<file path="src/serial_format_pkg.sv">
package serial_format_pkg;
  // Register word indices; the byte address is four times the index
  localparam logic [3:0] IDX_FORMAT = 4'h4;
  localparam logic [3:0] IDX_MODEM = 4'h5;
  localparam logic [3:0] IDX_DATA = 4'h6;
  localparam logic [3:0] IDX_AUX = 4'h7;
  localparam logic [3:0] IDX_IMASK = 4'h8;
  localparam logic [3:0] IDX_IMASK_WR = 4'h9;
  localparam logic [3:0] IDX_LSTAT = 4'ha;
  // Field positions
  localparam int FMT_STOP = 2;
  localparam int FMT_PEN = 3;
  localparam int FMT_PS_LO = 4;
  localparam int FMT_FLOW_LO = 6;
  localparam int MC_DTR = 0;
  localparam int MC_RTS = 1;
  localparam int MC_DRS = 2;
  localparam int AUX_DRV_A = 3;
  localparam int AUX_DRV_B = 2;
  localparam int AUX_RCV_A = 1;
  localparam int AUX_RCV_B = 0;
  // Reset values
  localparam logic [7:0] FORMAT_RESET = 8'h03;
  localparam logic [7:0] MODEM_RESET = 8'h00;
  localparam logic [7:0] IMASK_RESET = 8'h00;
  localparam logic [1:0] FLOW_NOOP = 2'h0;
  localparam logic [1:0] FLOW_XON = 2'h1;
  localparam logic [1:0] FLOW_OFF = 2'h3;
  // Timing: 25 MHz clock, bit rate as a parameter of its own
  localparam int CLK_HZ = 25000000;
  localparam int BAUD = 9600;
  localparam logic [11:0] BIT_CYCLES = 12'(CLK_HZ / BAUD);
  localparam logic [11:0] HALF_BIT_CYCLES = 12'(CLK_HZ / BAUD / 2);
  localparam logic [7:0] XON_CHAR = 8'h11;
  localparam logic [7:0] XOFF_CHAR = 8'h13;
endpackage

</file>
<file path="src/serial_format_modem_ctrl.sv">
module serial_format_modem_ctrl (
  // Clock and reset
  input wire logic clk,
  input wire logic reset_n,
  // Avalon-MM slave
  input wire logic [5:0] avs_address,
  input wire logic avs_read,
  input wire logic avs_write,
  input wire logic [31:0] avs_writedata,
  input wire logic [3:0] avs_byteenable,
  output logic [31:0] avs_readdata,
  output logic avs_waitrequest,
  output logic avs_response_err,
  // Serial line
  output logic txd,
  input wire logic rxd,
  // Modem lines
  output logic rts,
  output logic dtr,
  output logic rate_select,
  // Optional circuits
  output logic aux_driver_a,
  output logic aux_driver_b,
  input wire logic aux_receiver_a,
  input wire logic aux_receiver_b,
  // Alternative layout select, strap from same clock domain
  input wire logic alt_layout
);
  localparam int MC_DTR = serial_format_pkg::MC_DTR;
  localparam int MC_RTS = serial_format_pkg::MC_RTS;
  localparam int MC_DRS = serial_format_pkg::MC_DRS;
  localparam int FMT_PEN = serial_format_pkg::FMT_PEN;
  localparam int FMT_STOP = serial_format_pkg::FMT_STOP;
  localparam int FMT_PS_LO = serial_format_pkg::FMT_PS_LO;

  typedef enum logic [2:0] {
    TX_IDLE = 3'b001,
    TX_SHIFT = 3'b010,
    TX_STOP = 3'b100
  } tx_state_t;

  typedef enum logic [2:0] {
    RX_IDLE = 3'b001,
    RX_SHIFT = 3'b010,
    RX_STOP = 3'b100
  } rx_state_t;

  typedef struct packed {
    logic [7:0] format;
    logic [7:0] modem;
    logic [7:0] imask;
    logic [1:0] aux_drv;
    logic xon_enable;
    logic tx_paused;
    logic [7:0] tx_hold;
    logic tx_hold_full;
    tx_state_t tx_state;
    logic [10:0] tx_shift;
    logic [3:0] tx_bits;
    logic [11:0] tx_count;
    logic [1:0] tx_half_left;
    logic txd;
    rx_state_t rx_state;
    logic [8:0] rx_shift;
    logic [3:0] rx_bits;
    logic [11:0] rx_count;
    logic [7:0] rx_buf;
    logic rx_full;
    logic [2:0] rxd_sync;
    logic [3:0] aux_sync;
    logic [31:0] rdata;
    logic ack;
    logic err;
    logic rts;
    logic dtr;
    logic rate_sel;
  } state_t;

  state_t state_reg;
  state_t state_next;

  logic [3:0] data_len;
  logic par_bit;
  logic [3:0] frame_bits;
  logic bus_req;
  logic [3:0] idx;
  logic [7:0] modem_live;
  logic [7:0] tx_data;
  logic data_wr;

  always_comb begin
    data_len = 4'd5 + {2'b00, state_reg.format[1:0]};
    // Parity must not see holding bits above the character length
    tx_data = state_reg.tx_hold & ~(8'hff << data_len);
    // odd, even, always one, always zero
    case (state_reg.format[FMT_PS_LO +: 2])
      2'b00: par_bit = ~^tx_data;
      2'b01: par_bit = ^tx_data;
      2'b10: par_bit = 1'b1;
      default: par_bit = 1'b0;
    endcase
    frame_bits = data_len + {3'b000, state_reg.format[FMT_PEN]};
    bus_req = (avs_read | avs_write) & ~state_reg.ack;
    idx = avs_address[5:2];
    data_wr = bus_req & avs_write & avs_byteenable[0] & (idx == serial_format_pkg::IDX_DATA);
    // live line states in write positions
    modem_live = {5'h00, rate_select, rts, dtr};
  end

  always_comb begin
    state_next = state_reg;
    state_next.ack = 1'b0;
    state_next.err = 1'b0;
    state_next.rxd_sync = {state_reg.rxd_sync[1:0], rxd};
    state_next.aux_sync = {state_reg.aux_sync[1:0], aux_receiver_a, aux_receiver_b};
    if (bus_req) begin
      state_next.ack = 1'b1;
      state_next.rdata = 32'h0;
      if (avs_write && avs_byteenable[0]) begin
        // only the low byte is kept, upper lanes discarded
        case (idx)
          serial_format_pkg::IDX_FORMAT: begin
            // stored bits act as switch settings
            state_next.format[5:0] = avs_writedata[5:0];
            if (!alt_layout) begin
              // 00 leaves the handshake setting as it was
              if (avs_writedata[7:6] != serial_format_pkg::FLOW_NOOP) begin
                state_next.format[7:6] = avs_writedata[7:6];
              end
              if (avs_writedata[7:6] == serial_format_pkg::FLOW_XON) begin
                state_next.xon_enable = 1'b1;
              end else if (avs_writedata[7:6] == serial_format_pkg::FLOW_OFF) begin
                state_next.xon_enable = 1'b0;
                state_next.tx_paused = 1'b0;
              end
            end
          end
          serial_format_pkg::IDX_MODEM: state_next.modem = {5'h00, avs_writedata[2:0]};
          serial_format_pkg::IDX_DATA: begin
            state_next.tx_hold = avs_writedata[7:0];
            state_next.tx_hold_full = 1'b1;
          end
          // drivers from bits 3 and 2
          serial_format_pkg::IDX_AUX: state_next.aux_drv =
            avs_writedata[serial_format_pkg::AUX_DRV_B +: 2];
          serial_format_pkg::IDX_IMASK_WR: state_next.imask = {4'h0, avs_writedata[3:0]};
          default: state_next.err = 1'b1;
        endcase
      end else if (avs_read) begin
        case (idx)
          serial_format_pkg::IDX_FORMAT: state_next.rdata = {24'h0, state_reg.format};
          serial_format_pkg::IDX_MODEM: state_next.rdata = {24'h0, modem_live};
          serial_format_pkg::IDX_DATA: begin
            state_next.rdata = {24'h0, state_reg.rx_buf};
            state_next.rx_full = 1'b0;
          end
          serial_format_pkg::IDX_AUX: state_next.rdata =
            {28'h0, state_reg.aux_drv, state_reg.aux_sync[3:2]};
          serial_format_pkg::IDX_IMASK: state_next.rdata = {24'h0, state_reg.imask};
          serial_format_pkg::IDX_LSTAT: state_next.rdata = {31'h0, state_reg.rx_full};
          default: state_next.err = 1'b1;
        endcase
      end
    end

    case (state_reg.tx_state)
      TX_IDLE: begin
        state_next.txd = 1'b1;
        if (state_reg.tx_hold_full && !state_reg.tx_paused) begin
          state_next.tx_shift = {1'b1, par_bit, state_reg.tx_hold, 1'b0} >> 0;
          if (!state_reg.format[FMT_PEN]) begin
            state_next.tx_shift = {2'b11, state_reg.tx_hold, 1'b0};
          end
          state_next.tx_shift[10:1] = state_next.tx_shift[10:1]
            | ({10{1'b1}} << (frame_bits));
          if (state_reg.format[FMT_PEN]) begin
            state_next.tx_shift[data_len + 4'd1] = par_bit;
          end
          state_next.tx_bits = frame_bits + 4'd1;
          state_next.tx_count = serial_format_pkg::BIT_CYCLES;
          // A data write in the same cycle refills the holding register, so it wins
          state_next.tx_hold_full = data_wr;
          state_next.tx_state = TX_SHIFT;
          state_next.txd = 1'b0;
        end
      end
      TX_SHIFT: begin
        if (state_reg.tx_count == 12'd1) begin
          state_next.tx_count = serial_format_pkg::BIT_CYCLES;
          state_next.tx_shift = {1'b1, state_reg.tx_shift[10:1]};
          state_next.txd = state_next.tx_shift[0];
          state_next.tx_bits = state_reg.tx_bits - 4'd1;
          if (state_reg.tx_bits == 4'd1) begin
            // stop length in half bits
            // Zero wraps through three down to one, giving four halves
            state_next.txd = 1'b1;
            state_next.tx_half_left = !state_reg.format[FMT_STOP] ? 2'd2
              : (state_reg.format[1:0] == 2'b00 ? 2'd3 : 2'd0);
            state_next.tx_count = serial_format_pkg::HALF_BIT_CYCLES;
            state_next.tx_state = TX_STOP;
          end
        end else begin
          state_next.tx_count = state_reg.tx_count - 12'd1;
        end
      end
      TX_STOP: begin
        state_next.txd = 1'b1;
        if (state_reg.tx_count == 12'd1) begin
          state_next.tx_count = serial_format_pkg::HALF_BIT_CYCLES;
          state_next.tx_half_left = state_reg.tx_half_left - 2'd1;
          if (state_reg.tx_half_left == 2'd1) begin
            state_next.tx_state = TX_IDLE;
          end
        end else begin
          state_next.tx_count = state_reg.tx_count - 12'd1;
        end
      end
      default: state_next.tx_state = TX_IDLE;
    endcase

    // Receiver, sampled mid-bit off the synchronised line
    case (state_reg.rx_state)
      RX_IDLE: begin
        if (!state_reg.rxd_sync[2]) begin
          state_next.rx_count = serial_format_pkg::BIT_CYCLES
            + serial_format_pkg::HALF_BIT_CYCLES;
          state_next.rx_bits = frame_bits;
          state_next.rx_shift = 9'h0;
          state_next.rx_state = RX_SHIFT;
        end
      end
      RX_SHIFT: begin
        if (state_reg.rx_count == 12'd1) begin
          state_next.rx_count = serial_format_pkg::BIT_CYCLES;
          state_next.rx_shift = {state_reg.rxd_sync[2], state_reg.rx_shift[8:1]};
          state_next.rx_bits = state_reg.rx_bits - 4'd1;
          if (state_reg.rx_bits == 4'd1) begin
            state_next.rx_state = RX_STOP;
          end
        end else begin
          state_next.rx_count = state_reg.rx_count - 12'd1;
        end
      end
      RX_STOP: begin
        if (state_reg.rx_count == 12'd1) begin
          // Right-justify the collected bits, drop parity
          state_next.rx_buf = 8'(state_reg.rx_shift >> (4'd9 - frame_bits));
          if (data_len != 4'd8) begin
            state_next.rx_buf = state_next.rx_buf & ~(8'hff << data_len);
          end
          state_next.rx_full = 1'b1;
          // software flow control acts on received characters
          if (state_reg.xon_enable && state_next.rx_buf == serial_format_pkg::XOFF_CHAR) begin
            state_next.tx_paused = 1'b1;
          end
          if (state_next.rx_buf == serial_format_pkg::XON_CHAR) begin
            state_next.tx_paused = 1'b0;
          end
          state_next.rx_state = RX_IDLE;
        end else begin
          state_next.rx_count = state_reg.rx_count - 12'd1;
        end
      end
      default: state_next.rx_state = RX_IDLE;
    endcase

    // Modem lines are registered from the next state, so they move with the frame
    // forced on, or active while a character is sent
    state_next.rts = state_next.modem[MC_RTS] | (state_next.tx_state != TX_IDLE);
    // forced on, or active around send and receive
    state_next.dtr = state_next.modem[MC_DTR] | (state_next.tx_state != TX_IDLE)
      | (state_next.rx_state != RX_IDLE);
    state_next.rate_sel = state_next.modem[MC_DRS];
  end

  always_ff @(posedge clk) begin
    if (!reset_n) begin
      state_reg <= '0;
      state_reg.format <= serial_format_pkg::FORMAT_RESET;
      state_reg.modem <= serial_format_pkg::MODEM_RESET;
      state_reg.imask <= serial_format_pkg::IMASK_RESET;
      state_reg.tx_state <= TX_IDLE;
      state_reg.rx_state <= RX_IDLE;
      state_reg.txd <= 1'b1;
      state_reg.rxd_sync <= 3'h7;
    end else begin
      state_reg <= state_next;
    end
  end

  assign avs_readdata = state_reg.rdata;
  assign avs_waitrequest = ~state_reg.ack;
  assign avs_response_err = state_reg.err;
  assign txd = state_reg.txd;
  assign aux_driver_a = state_reg.aux_drv[1];
  assign aux_driver_b = state_reg.aux_drv[0];
  assign rts = state_reg.rts;
  assign dtr = state_reg.dtr;
  assign rate_select = state_reg.rate_sel;

  chk_rts_forced: assert property (@(posedge clk) disable iff (!reset_n)
    state_reg.modem[MC_RTS] |-> rts) else $error("rts not held active");
  chk_rts_idle: assert property (@(posedge clk) disable iff (!reset_n)
    (!state_reg.modem[MC_RTS] && state_reg.tx_state == TX_IDLE) |-> !rts)
    else $error("rts active while idle");
  chk_dtr_forced: assert property (@(posedge clk) disable iff (!reset_n)
    state_reg.modem[MC_DTR] |-> dtr) else $error("dtr not held active");
  chk_rate_sel: assert property (@(posedge clk) disable iff (!reset_n)
    $rose(state_reg.modem[MC_DRS]) |-> ##[0:1] rate_select) else $error("rate select lag");
  chk_rx_clear: assert property (@(posedge clk) disable iff (!reset_n)
    (bus_req && avs_read && !avs_write && idx == serial_format_pkg::IDX_DATA
     && state_reg.rx_state != RX_STOP) |=> !state_reg.rx_full) else $error("full not cleared");
  chk_rx_keep: assert property (@(posedge clk) disable iff (!reset_n)
    (bus_req && avs_read && idx == serial_format_pkg::IDX_DATA
     && state_reg.rx_state != RX_STOP) |=> $stable(state_reg.rx_buf)) else $error("buffer lost");
  chk_start_low: assert property (@(posedge clk) disable iff (!reset_n)
    (state_reg.tx_state == TX_IDLE && state_next.tx_state == TX_SHIFT) |=> !txd)
    else $error("no start bit");
  chk_stop_high: assert property (@(posedge clk) disable iff (!reset_n)
    state_reg.tx_state == TX_STOP |-> txd) else $error("stop not idle level");
  chk_tx_modem: assert property (@(posedge clk) disable iff (!reset_n)
    (bus_req && avs_write && idx == serial_format_pkg::IDX_DATA) |=> $stable(state_reg.modem))
    else $error("data write touched modem");
  chk_bus_answer: assert property (@(posedge clk) disable iff (!reset_n)
    bus_req |=> !avs_waitrequest) else $error("no answer in one cycle");
  chk_rts_busy: assert property (@(posedge clk) disable iff (!reset_n)
    state_reg.tx_state != TX_IDLE |-> rts) else $error("rts low during send");
  chk_dtr_idle: assert property (@(posedge clk) disable iff (!reset_n)
    (!state_reg.modem[MC_DTR] && state_reg.tx_state == TX_IDLE
     && state_reg.rx_state == RX_IDLE) |-> !dtr) else $error("dtr active while idle");
  chk_dtr_busy: assert property (@(posedge clk) disable iff (!reset_n)
    (state_reg.tx_state != TX_IDLE || state_reg.rx_state != RX_IDLE) |-> dtr)
    else $error("dtr low during transfer");
  chk_rate_low: assert property (@(posedge clk) disable iff (!reset_n)
    !state_reg.modem[MC_DRS] |-> !rate_select) else $error("rate select not released");
  chk_idle_high: assert property (@(posedge clk) disable iff (!reset_n)
    state_reg.tx_state == TX_IDLE |-> txd) else $error("line not idle high");
  chk_full_set: assert property (@(posedge clk) disable iff (!reset_n)
    (state_reg.rx_state == RX_STOP && state_reg.rx_count == 12'd1) |=> state_reg.rx_full)
    else $error("full flag not set");
  chk_aux_upper: assert property (@(posedge clk) disable iff (!reset_n)
    (bus_req && avs_read && !avs_write && idx == serial_format_pkg::IDX_AUX)
    |=> avs_readdata[31:4] == 28'h0) else $error("aux upper bits set");
  chk_hold_keep: assert property (@(posedge clk) disable iff (!reset_n)
    data_wr |=> state_reg.tx_hold_full) else $error("written character lost");
  chk_answer_once: assert property (@(posedge clk) disable iff (!reset_n)
    !avs_waitrequest |=> avs_waitrequest) else $error("answer held too long");
endmodule // serial_format_modem_ctrl

</file>
<file path="config.mk">
export PLATFORM = sky130hd
export DESIGN_NAME = serial_format_modem_ctrl
export DESIGN_NICKNAME = d
export VERILOG_FILES = /design/src/serial_format_pkg.sv /design/src/serial_format_modem_ctrl.sv
export SDC_FILE = /design/constraint.sdc
export NUM_CORES = 1
export LEC_CHECK = 0
export BUFFER_PORTS_ARGS = -buffer_cell sky130_fd_sc_hd__buf_2
export CAP_MARGIN = 30
export CORE_ASPECT_RATIO = 0.7
export CORE_MARGIN = 5
export CORE_UTILIZATION = 45
export DETAILED_ROUTE_END_ITERATION = 6
export PLACE_DENSITY = 0.65
export SYNTH_ARGS = -nofsm -noshare
export SYNTH_HDL_FRONTEND = slang
export SYNTH_SLANG_ARGS = --single-unit
</file>
<file path="constraint.sdc">
create_clock -name clk -period 3.6 [get_ports clk]
set_input_delay 0.36 -clock clk [delete_from_list [all_inputs] [get_ports clk]]
set_output_delay 0.36 -clock clk [all_outputs]
set_load 0.005 [all_outputs]
</file>
After elaboration in Yosys (flattened, before gate mapping)
Index checks and enable logic that the tools add are counted.
- flip-flop bits (word level): 118
- bits in latches: 0
- bits in writable memories: 0
- bits in read-only memories: 0
- input bits: 50
- output and inout port bits: 40
- word-level logic and storage cells: 192
- memories kept: 0
- add/subtract/negate cells: 10
- multipliers: 0
- divide/modulo/power cells: 0
- magnitude comparators: 2
- equal/unequal tests: 34
- shift operators: 3
- multiplexer cells: 68
- bitwise logic cells: 14
- reductions and logical operators: 32
- operator list (operator ; count):
    12-bit one-hot mux with 3 select lines ; 2
    12-bit two-way mux ; 4
    24-bit two-way mux ; 2
    8-bit one-hot mux with 6 select lines ; 1
    8-bit two-way mux ; 5
    11-bit two-way mux ; 3
    31-bit two-way mux ; 1
    15-bit one-hot mux with 2 select lines ; 1
    28-bit two-way mux ; 1
    13-bit one-hot mux with 2 select lines ; 1
    12-bit by 1-bit equality test with 1-bit output (second input constant) ; 2
    12-bit by 1-bit subtractor with 12-bit output (second input constant) ; 2
    3-bit two-way mux ; 7
    3-bit AND reduction ; 7
    1-bit two-way mux ; 19
    18-bit two-way mux ; 1
    3-bit one-hot mux with 3 select lines ; 2
    8-bit bitwise AND ; 2
    4-bit by 3-bit equality test with 1-bit output (second input constant) ; 4
    8-bit by 5-bit equality test with 1-bit output (second input constant) ; 2
    16-bit two-way mux ; 1
    2-bit two-way mux ; 8
    15-bit two-way mux ; 1
    2-bit inequality test (second input constant) ; 7
    other kinds (44) ; 77

Logic depth before layout (Yosys ltp)
Gate-level depths: netlist (run 1).
- depth after elaboration: 17
- depth in mapped cells: 13
- mapped depth without buffers: 12

Least setup slack after synthesis (run 1)
OpenSTA, ideal clock, no wires.
- path type: reg-to-reg
- start: register state_reg[143] (netlist bit)
- end: register state_reg[123] (netlist bit)
- library setup time: 131 ps
- arrival: 2961 ps
- data required time: 3469 ps
- slack: 508 ps
- cell stages (with the launch flop): 13
- buffers on the path: 1
- clock period less this slack: 3092 ps
- path through: dfxtp_1 -> inv_1 -> ha_1 -> inv_1 -> fa_1 -> inv_1 -> ha_1 -> clkbuf_1 -> mux2_2 -> a211oi_1 -> nor4b_1 -> nand3b_1 -> nor3b_1
- cells in the longest elaborated chain, start to end: 14
- elaborated cells between the ends (all ways): 18
- classes of those cells: add/sub (3); eq/ne (3); shift (2); mux (7); bitwise (2); reduce/logical (1)
- ends and longest elaborated chain (element ; RTL line ; source):
    start, declared ; serial_format_modem_ctrl.sv:79 ; state_t state_reg;
    start signal, assigned ; serial_format_modem_ctrl.sv:287 ; state_reg <= state_next;
    3-bit by 2-bit adder with 4-bit output (*) ; serial_format_modem_ctrl.sv:92 ; data_len = 4'd5 + {2'b00, state_reg.format[1:0]};
    4-bit by 1-bit adder with 4-bit output ; serial_format_modem_ctrl.sv:102 ; frame_bits = data_len + {3'b000, state_reg.format[FMT_PEN]};
    4-bit subtractor ; serial_format_modem_ctrl.sv:247 ; state_next.rx_buf = 8'(state_reg.rx_shift >> (4'd9 - frame_bits));
    9-bit by 4-bit >> shifter with 8-bit output ; serial_format_modem_ctrl.sv:247 ;
    8-bit bitwise AND ; serial_format_modem_ctrl.sv:249 ; state_next.rx_buf = state_next.rx_buf & ~(8'hff << data_len);
    8-bit two-way mux (*) ; serial_format_modem_ctrl.sv:248 ; if (data_len != 4'd8) begin
    8-bit two-way mux (*) ; serial_format_modem_ctrl.sv:245 ; if (state_reg.rx_count == 12'd1) begin
    8-bit two-way mux (*) ; serial_format_modem_ctrl.sv:222 ; case (state_reg.rx_state)
    8-bit by 5-bit equality test with 1-bit output ; serial_format_modem_ctrl.sv:253 ; if (state_reg.xon_enable && state_next.rx_buf == serial_format_pkg::XOFF_CHAR) begin
    1-bit logical AND ; serial_format_modem_ctrl.sv:253 ;
    1-bit two-way mux ; serial_format_modem_ctrl.sv:253 ;
    1-bit two-way mux (*) ; serial_format_modem_ctrl.sv:256 ; if (state_next.rx_buf == serial_format_pkg::XON_CHAR) begin
    1-bit two-way mux (*) ; serial_format_modem_ctrl.sv:245 ;
    1-bit two-way mux (*) ; serial_format_modem_ctrl.sv:222 ;
Every way passes the cells marked *; elsewhere a longest branch is shown, timed or not. The select of a mux whose other input is x is not followed.
A chain may end at the register's enable or synchronous reset.

Final worst setup path (run 1)
Ends and elaborated chain as after synthesis.

==> impl_metrics.env, run 1 <==
export IMPL_status="complete, but fails checks"
export IMPL_violations="design-rule violations"
export IMPL_diodes=0
export IMPL_htreeDepth=4
export IMPL_arrival_ns=3.65
export IMPL_yosysTopAreaCellShare_pct=36.3
export IMPL_hold_class="primary input to flop"
export IMPL_antenna_found_initial=0
export IMPL_layout_common_cells="dfxtp_1, nor2_1, a21oi_1, nand2_1, o21ai_0"
export IMPL_clk_latency_ns=0.41
export IMPL_synth_ff_type="dfxtp_1"
export IMPL_die_w_um=153
export IMPL_fillers=1275
export IMPL_area_growth_pct=13.3
export IMPL_yosys_cell_types_count=65
export IMPL_wl_um=16200
export IMPL_io_buffer_count=36
export IMPL_gp_congestion=0.867
export IMPL_p_leak_uw=0.00275
export IMPL_fin_ws_ns=0.236
export IMPL_rows=36
export IMPL_mostFrequentLayoutCell="dfxtp_1"
export IMPL_via_count=5682
export IMPL_cts_buffers=17
export IMPL_max_slew_margin_pct=33.7
export IMPL_grt_max_degree=48
export IMPL_hpwl_um=11500
export IMPL_pre_cts_ws_ns=0.265
export IMPL_irDropWorstVdd_mv=0.306
export IMPL_placed_cell_area_mm2=0.00660
export IMPL_cts_sinks=116
export IMPL_setup_violations=0
export IMPL_first_iter_violations=450
export IMPL_drtPass1Iterations=7
export IMPL_synth_edf_count=0
export IMPL_synthArstFlopShare_pct=0
export IMPL_layout_nets=868
export IMPL_seq_area_frac_synth_pct=36.3
export IMPL_tightest_slew_ns=0.985
export IMPL_design_area_mm2=0.00725
export IMPL_vias_per_cell=5.69
export IMPL_grt_pass1_wl_um=26400
export IMPL_io_pins=90
export IMPL_grt_use_total_pct=19.2
export IMPL_core_area_mm2=0.0139
export IMPL_cts_buffer_depth=2
export IMPL_yosys_area_top_type="dfxtp_1"
export IMPL_syn_inst=780
export IMPL_synth_ff_latch_count=116
export IMPL_die_area_mm2=0.0167
export IMPL_ant_nets=0
export IMPL_drive_above_1_share_pct=13.0
export IMPL_clock_skew_ns=0.0103
export IMPL_finalCritPeriodShare_pct=93.4
export IMPL_path_class="flop to flop"
export IMPL_cts_root_buf="clkbuf_16"
export IMPL_die_h_um=110
export IMPL_largest_reg_flops=98
export IMPL_yosys_warnings=0
export IMPL_min_period_ns=3.36
export IMPL_grt_pass1_vias=5216
export IMPL_drc=2
export IMPL_maxCapViolations=0
export IMPL_crit_path_max_fanout=8
export IMPL_hold_violations=0
export IMPL_initial_core_util_pct=46.0
export IMPL_wl_per_cell_um=16.2
export IMPL_slew_violations=0
export IMPL_avgSynthCellArea_um2=8.20
export IMPL_cp_start_kind="flop"
export IMPL_gr_total_overflow=0
export IMPL_synth_area_leaders="dfxtp_1, a21oi_1, mux2i_1, nor2_1, ha_1"
export IMPL_cts_tree="built"
export IMPL_critPathRequiredTime_ns=3.89
export IMPL_max_freq_mhz=297
export IMPL_netlist_area_mm2=0.00640
export IMPL_end_kind="flop"
export IMPL_p_per_area_mw_per_mm2=458
export IMPL_path_clk_slew_ns=0.06
metrics by stage:
stage          util [%]  hold WS, ns  std cells   TNS, ns  power (uW)
5_1_grt            52.1        0.130        998  -0.00239        3430
6_report           52.1        0.134        998         0        3320
4_1_cts            52.0        0.130        998         0        3340
3_3_place_gp       47.4        0.390        967         0        1500
2_1_floorplan         -        0.386        803         0        1470
3_5_place_dp       47.4        0.392        967         0        1500
Yosys cell counts, types with 3 or more instances:
cell type	number
nor3b_1	11
ha_1	21
nand2b_1	15
nand3_1	20
mux2_2	6
nand2_1	70
o21a_1	4
a22oi_1	6
or3_1	3
o221a_2	8
buf_4	34
a211oi_1	5
mux2i_1	34
clkbuf_1	33
buf_1	3
nor4b_1	3
a222oi_1	4
a21oi_1	74
a31oi_1	22
or2_2	4
o21ai_0	37
and3_1	5
o221ai_1	4
o22ai_1	3
nor2_1	81
nand3b_1	4
buf_2	3
and2_1	11
dfxtp_1	116
nor3_1	24
nor2b_1	10
xnor2_1	15
inv_1	27
mux4_2	3
nor4_1	8
nand4_1	9
worst max-delay path: stages (launching register included):
cell,delay (ns)
dfxtp_1,0.44
inv_1,0.15
ha_1,0.22
inv_1,0.06
fa_1,0.43
inv_1,0.23
nor2_1,0.08
ha_1,0.43
nand2b_1,0.11
a2111oi_0,0.64
nor4_1,0.18
a31oi_1,0.21
nor3b_1,0.06
what timing repair did:
action / CTS / global route
gates resized for setup: 0 / 2
endpoints found under the setup margin: 0 / 1
buffers inserted: 0 / 0
hold buffers: 0 / 0
worst paths after layout:
check,to,slack [ns],from,cells after the start
setup / recovery,state_reg[123],0.24,state_reg[143],12
hold / removal,state_next[42],0.13,rxd,2
setup reg to reg,state_reg[123],0.24,state_reg[143],12
hold reg to reg,state_reg[43],0.40,state_next[43],1
area by class of cell:
type	count	area, um^2	share of cell area (%)
Inverter	27	101	1.40
Clock buffer	22	464	6.41
Sequential cell	116	2320	32.0
Clock inverter	9	176	2.43
Tap cell	190	238	3.28
Multi-Input combinational cell	587	3670	50.6
Timing Repair Buffer	47	275	3.80
where the power goes:
group / switching (uW) / leakage [uW] / total (uW) / internal [uW]
clock: 581 / 0.000310 / 1840 / 1260
sequential: 13.9 / 0.000938 / 1310 / 1300
combinational: 108 / 0.00150 / 168 / 60.8
routing by layer:
metal	track usage, %	up-vias	part of all wire [%]
met2	28.7	213	42
li1	-	2763	-
met1	27.7	2684	50
met3	4.80	22	7.4
met4	4.96	0	0.88
met5	0	-	0
kinds of logic (layout without fill, tap and decap cells):
| kind of cell | after synthesis | after routing | share of synthesized area [%] |
|---|---|---|---|
| AND/OR/NAND/NOR | 286 | 286 | 22.1 |
| AO/OA/AOI/OAI | 194 | 194 | 19.1 |
| flip-flops | 116 | 116 | 36.3 |
| buffers and inverters | 100 | 105 | 7.92 |
| multiplexers | 43 | 43 | 7.43 |
| adder cells (fa/ha/maj) | 22 | 22 | 4.42 |
| XOR/XNOR | 18 | 18 | 2.68 |
| other | 1 | 24 | 0.0586 |
Power figures use the tool's default switching activity.
==> run 2, diff against run 1 <==
--- a/config.mk
+++ b/config.mk
@@ -5,7 +5,7 @@
 export SDC_FILE = /design/constraint.sdc
 export NUM_CORES = 1
 export LEC_CHECK = 0
-export BUFFER_PORTS_ARGS = -buffer_cell sky130_fd_sc_hd__buf_2
+export BUFFER_PORTS_ARGS = -buffer_cell sky130_fd_sc_hd__clkbuf_2
 export CAP_MARGIN = 30
 export CORE_ASPECT_RATIO = 0.7
 export CORE_MARGIN = 5
==> impl_metrics.env, run 2 (same netlist as run 1, synthesis figures left out) <==
export IMPL_grt_use_met3_pct=4.92
export IMPL_gp_congestion=0.892
export IMPL_multiInputGateArea_mm2=0.00367
export IMPL_via_count=5757
export IMPL_pre_cts_ws_ns=0.261
export IMPL_hold_class="primary input to flop"
export IMPL_wl_per_cell_um=16.3
export IMPL_mostFrequentLayoutCell="dfxtp_1"
export IMPL_power_share_switching_pct=23.3
export IMPL_crit_path_max_fanout=8
export IMPL_min_from="rxd"
export IMPL_p_per_area_mw_per_mm2=440
export IMPL_hpwl_um=11500
export IMPL_min_period_ns=3.26
export IMPL_cts_root_buf="clkbuf_16"
export IMPL_timing_rr_start="state_reg[143]"
export IMPL_finalCritPeriodShare_pct=90.6
export IMPL_layout_nets=869
export IMPL_grt_pass1_vias=5384
export IMPL_first_iter_violations=510
export IMPL_p_int_uw=2430
export IMPL_grt_pass1_wl_um=26800
export IMPL_drc=0
export IMPL_fin_ws_ns=0.340
export IMPL_area_growth_pct=12.5
export IMPL_layout_common_cells="dfxtp_1, nor2_1, a21oi_1, nand2_1, o21ai_0"
export IMPL_top_usage_layer="met2"
export IMPL_grtUsageMet2_pct=29.8
export IMPL_p_comb_share_pct=5.2
export IMPL_final_cells=1000
export IMPL_die_area_mm2=0.0167
export IMPL_irDropWorstVdd_mv=0.318
export IMPL_cp_start_kind="flop"
export IMPL_clock_skew_ns=0.00770
export IMPL_arrival_ns=3.55
export IMPL_cts_hold_fix_buffers=0
export IMPL_placed_cell_area_mm2=0.00659
export IMPL_grtUsageMet1_pct=27.8
export IMPL_status="finished clean"
export IMPL_cts_buffer_depth=2
export IMPL_io_buffer_count=36
export IMPL_clk_latency_ns=0.42
export IMPL_core_area_mm2=0.0139
export IMPL_tightest_slew_ns=0.921
export IMPL_wl_um=16300
export IMPL_r2r_cells=11
export IMPL_pwr_share_seq_pct=41.5
export IMPL_vias_per_cell=5.76
export IMPL_design_area_mm2=0.00720
export IMPL_cts_sinks=116
export IMPL_diodes=0
export IMPL_ff2ff_setup_slack_ns=0.34
export IMPL_io_pins=90
export IMPL_max_freq_mhz=307
export IMPL_cts_tree="built"
export IMPL_die_h_um=110
export IMPL_hold_violations=0
export IMPL_critPathRequiredTime_ns=3.89
export IMPL_p_leak_uw=0.00273
export IMPL_die_w_um=153
export IMPL_p_sw_uw=738
export IMPL_antenna_found_initial=0
export IMPL_dp_cells=968
export IMPL_hold_end="state_next[42]"
export IMPL_ff_latch_area_mm2=0.00232
export IMPL_drive_above_1_share_pct=13.6
export IMPL_whs_path_depth=2
export IMPL_setup_violations=0
export IMPL_path_clk_slew_ns=0.05
export IMPL_p_clk_share_pct=53.3
export IMPL_fillers=1298
export IMPL_initial_core_util_pct=46.0
export IMPL_fin_tns_setup_ns=0
export IMPL_largest_reg_flops=98
export IMPL_end_kind="flop"
export IMPL_grt_use_total_pct=19.6
export IMPL_cts_buffers=17
export IMPL_htreeDepth=4
export IMPL_slew_violations=0
export IMPL_maxCapViolations=0
export IMPL_drtPass1Iterations=5
export IMPL_grt_max_degree=40
export IMPL_path_class="flop to flop"
export IMPL_ant_nets=0
export IMPL_rsz0062_at_grt="no"
export IMPL_reg2reg_to="state_reg[123]"
export IMPL_gr_total_overflow=0
export IMPL_max_slew_margin_pct=38.0
export IMPL_power_uw=3170
export IMPL_rows=36
-- run 2: cell types whose count changed in the layout (fill, tap and decap cells not counted) --
cell        before  now
a2111oi_0        1    2
clkbuf_8         2    3
buf_4           10   12
clkinvlp_4       1    2
clkbuf_1         3    0
a2111oi_1        1    0
clkinv_4         1    4
buf_2           36    0
clkinv_2         2    4
clkbuf_2         0   36
buf_12           1    0
bufinv_16        5    2
-- run 2: through the flow --
| step | hold slack (ns) | utilization (%) |
|---|---|---|
| after detailed placement | 0.391 | 47.4 |
| after global routing | 0.126 | 51.7 |
| after floorplan | 0.386 | - |
| final | 0.126 | 51.7 |
| after global placement | 0.391 | 47.4 |
| after CTS | 0.109 | 51.7 |
-- run 2: worst max-delay path, cell delays in order (launching register included) --
cell and delay [ns]:
dfxtp_1 0.38, inv_1 0.18, ha_1 0.17, inv_1 0.05, fa_1 0.50, inv_1 0.13
ha_1 0.48, mux2_2 0.39, a211oi_1 0.31, nor4b_2 0.31, nand3b_1 0.10, nor3b_1 0.14
-- run 2: timing repair --
| item | 4_1_cts | 5_1_grt |
|---|---|---|
| setup endpoints to repair | 0 | 1 |
| endpoints found under the hold margin | 0 | 0 |
| gates resized for setup | 0 | 1 |
| setup buffers | 0 | 0 |
-- run 2: worst max path at each step --
stage,cells after the start,from,endpoint,slack [ns]
finish,11,state_reg[143],state_reg[123],0.34
global placement,11,state_reg[143],state_reg[123],0.37
detailed placement,11,state_reg[143],state_reg[123],0.26
CTS,11,state_reg[143],state_reg[123],0.22
floorplan,12,state_reg[143],state_reg[123],0.51
global route,12,state_reg[143],state_reg[123],0.0002
-- run 2: layer usage --
metal,wire length (um),up-vias
met5,0,-
met4,197,0
met3,1010,22
met2,7050,189
met1,8030,2770
li1,-,2776
-- run 2: power groups by stage --
stage                     Sequential [uW]  Clock (uW)  Combinational [uW]
final                                1310        1690                 166
after global placement               1340           0                 159
after detailed placement             1340           0                 163
after floorplan                      1340           0                 135
after global routing                 1310        1770                 184
after CTS                            1310        1710                 164
-- run 2: final cells by class --
class | instances | share of cell area [%]
sequential | 116 | 32.3
clock inverter | 12 | 1.81
tap | 190 | 3.30
timing repair buffer | 48 | 3.76
clock buffer | 20 | 6.48
inverter | 27 | 1.41
multi-input combinational | 587 | 51.0
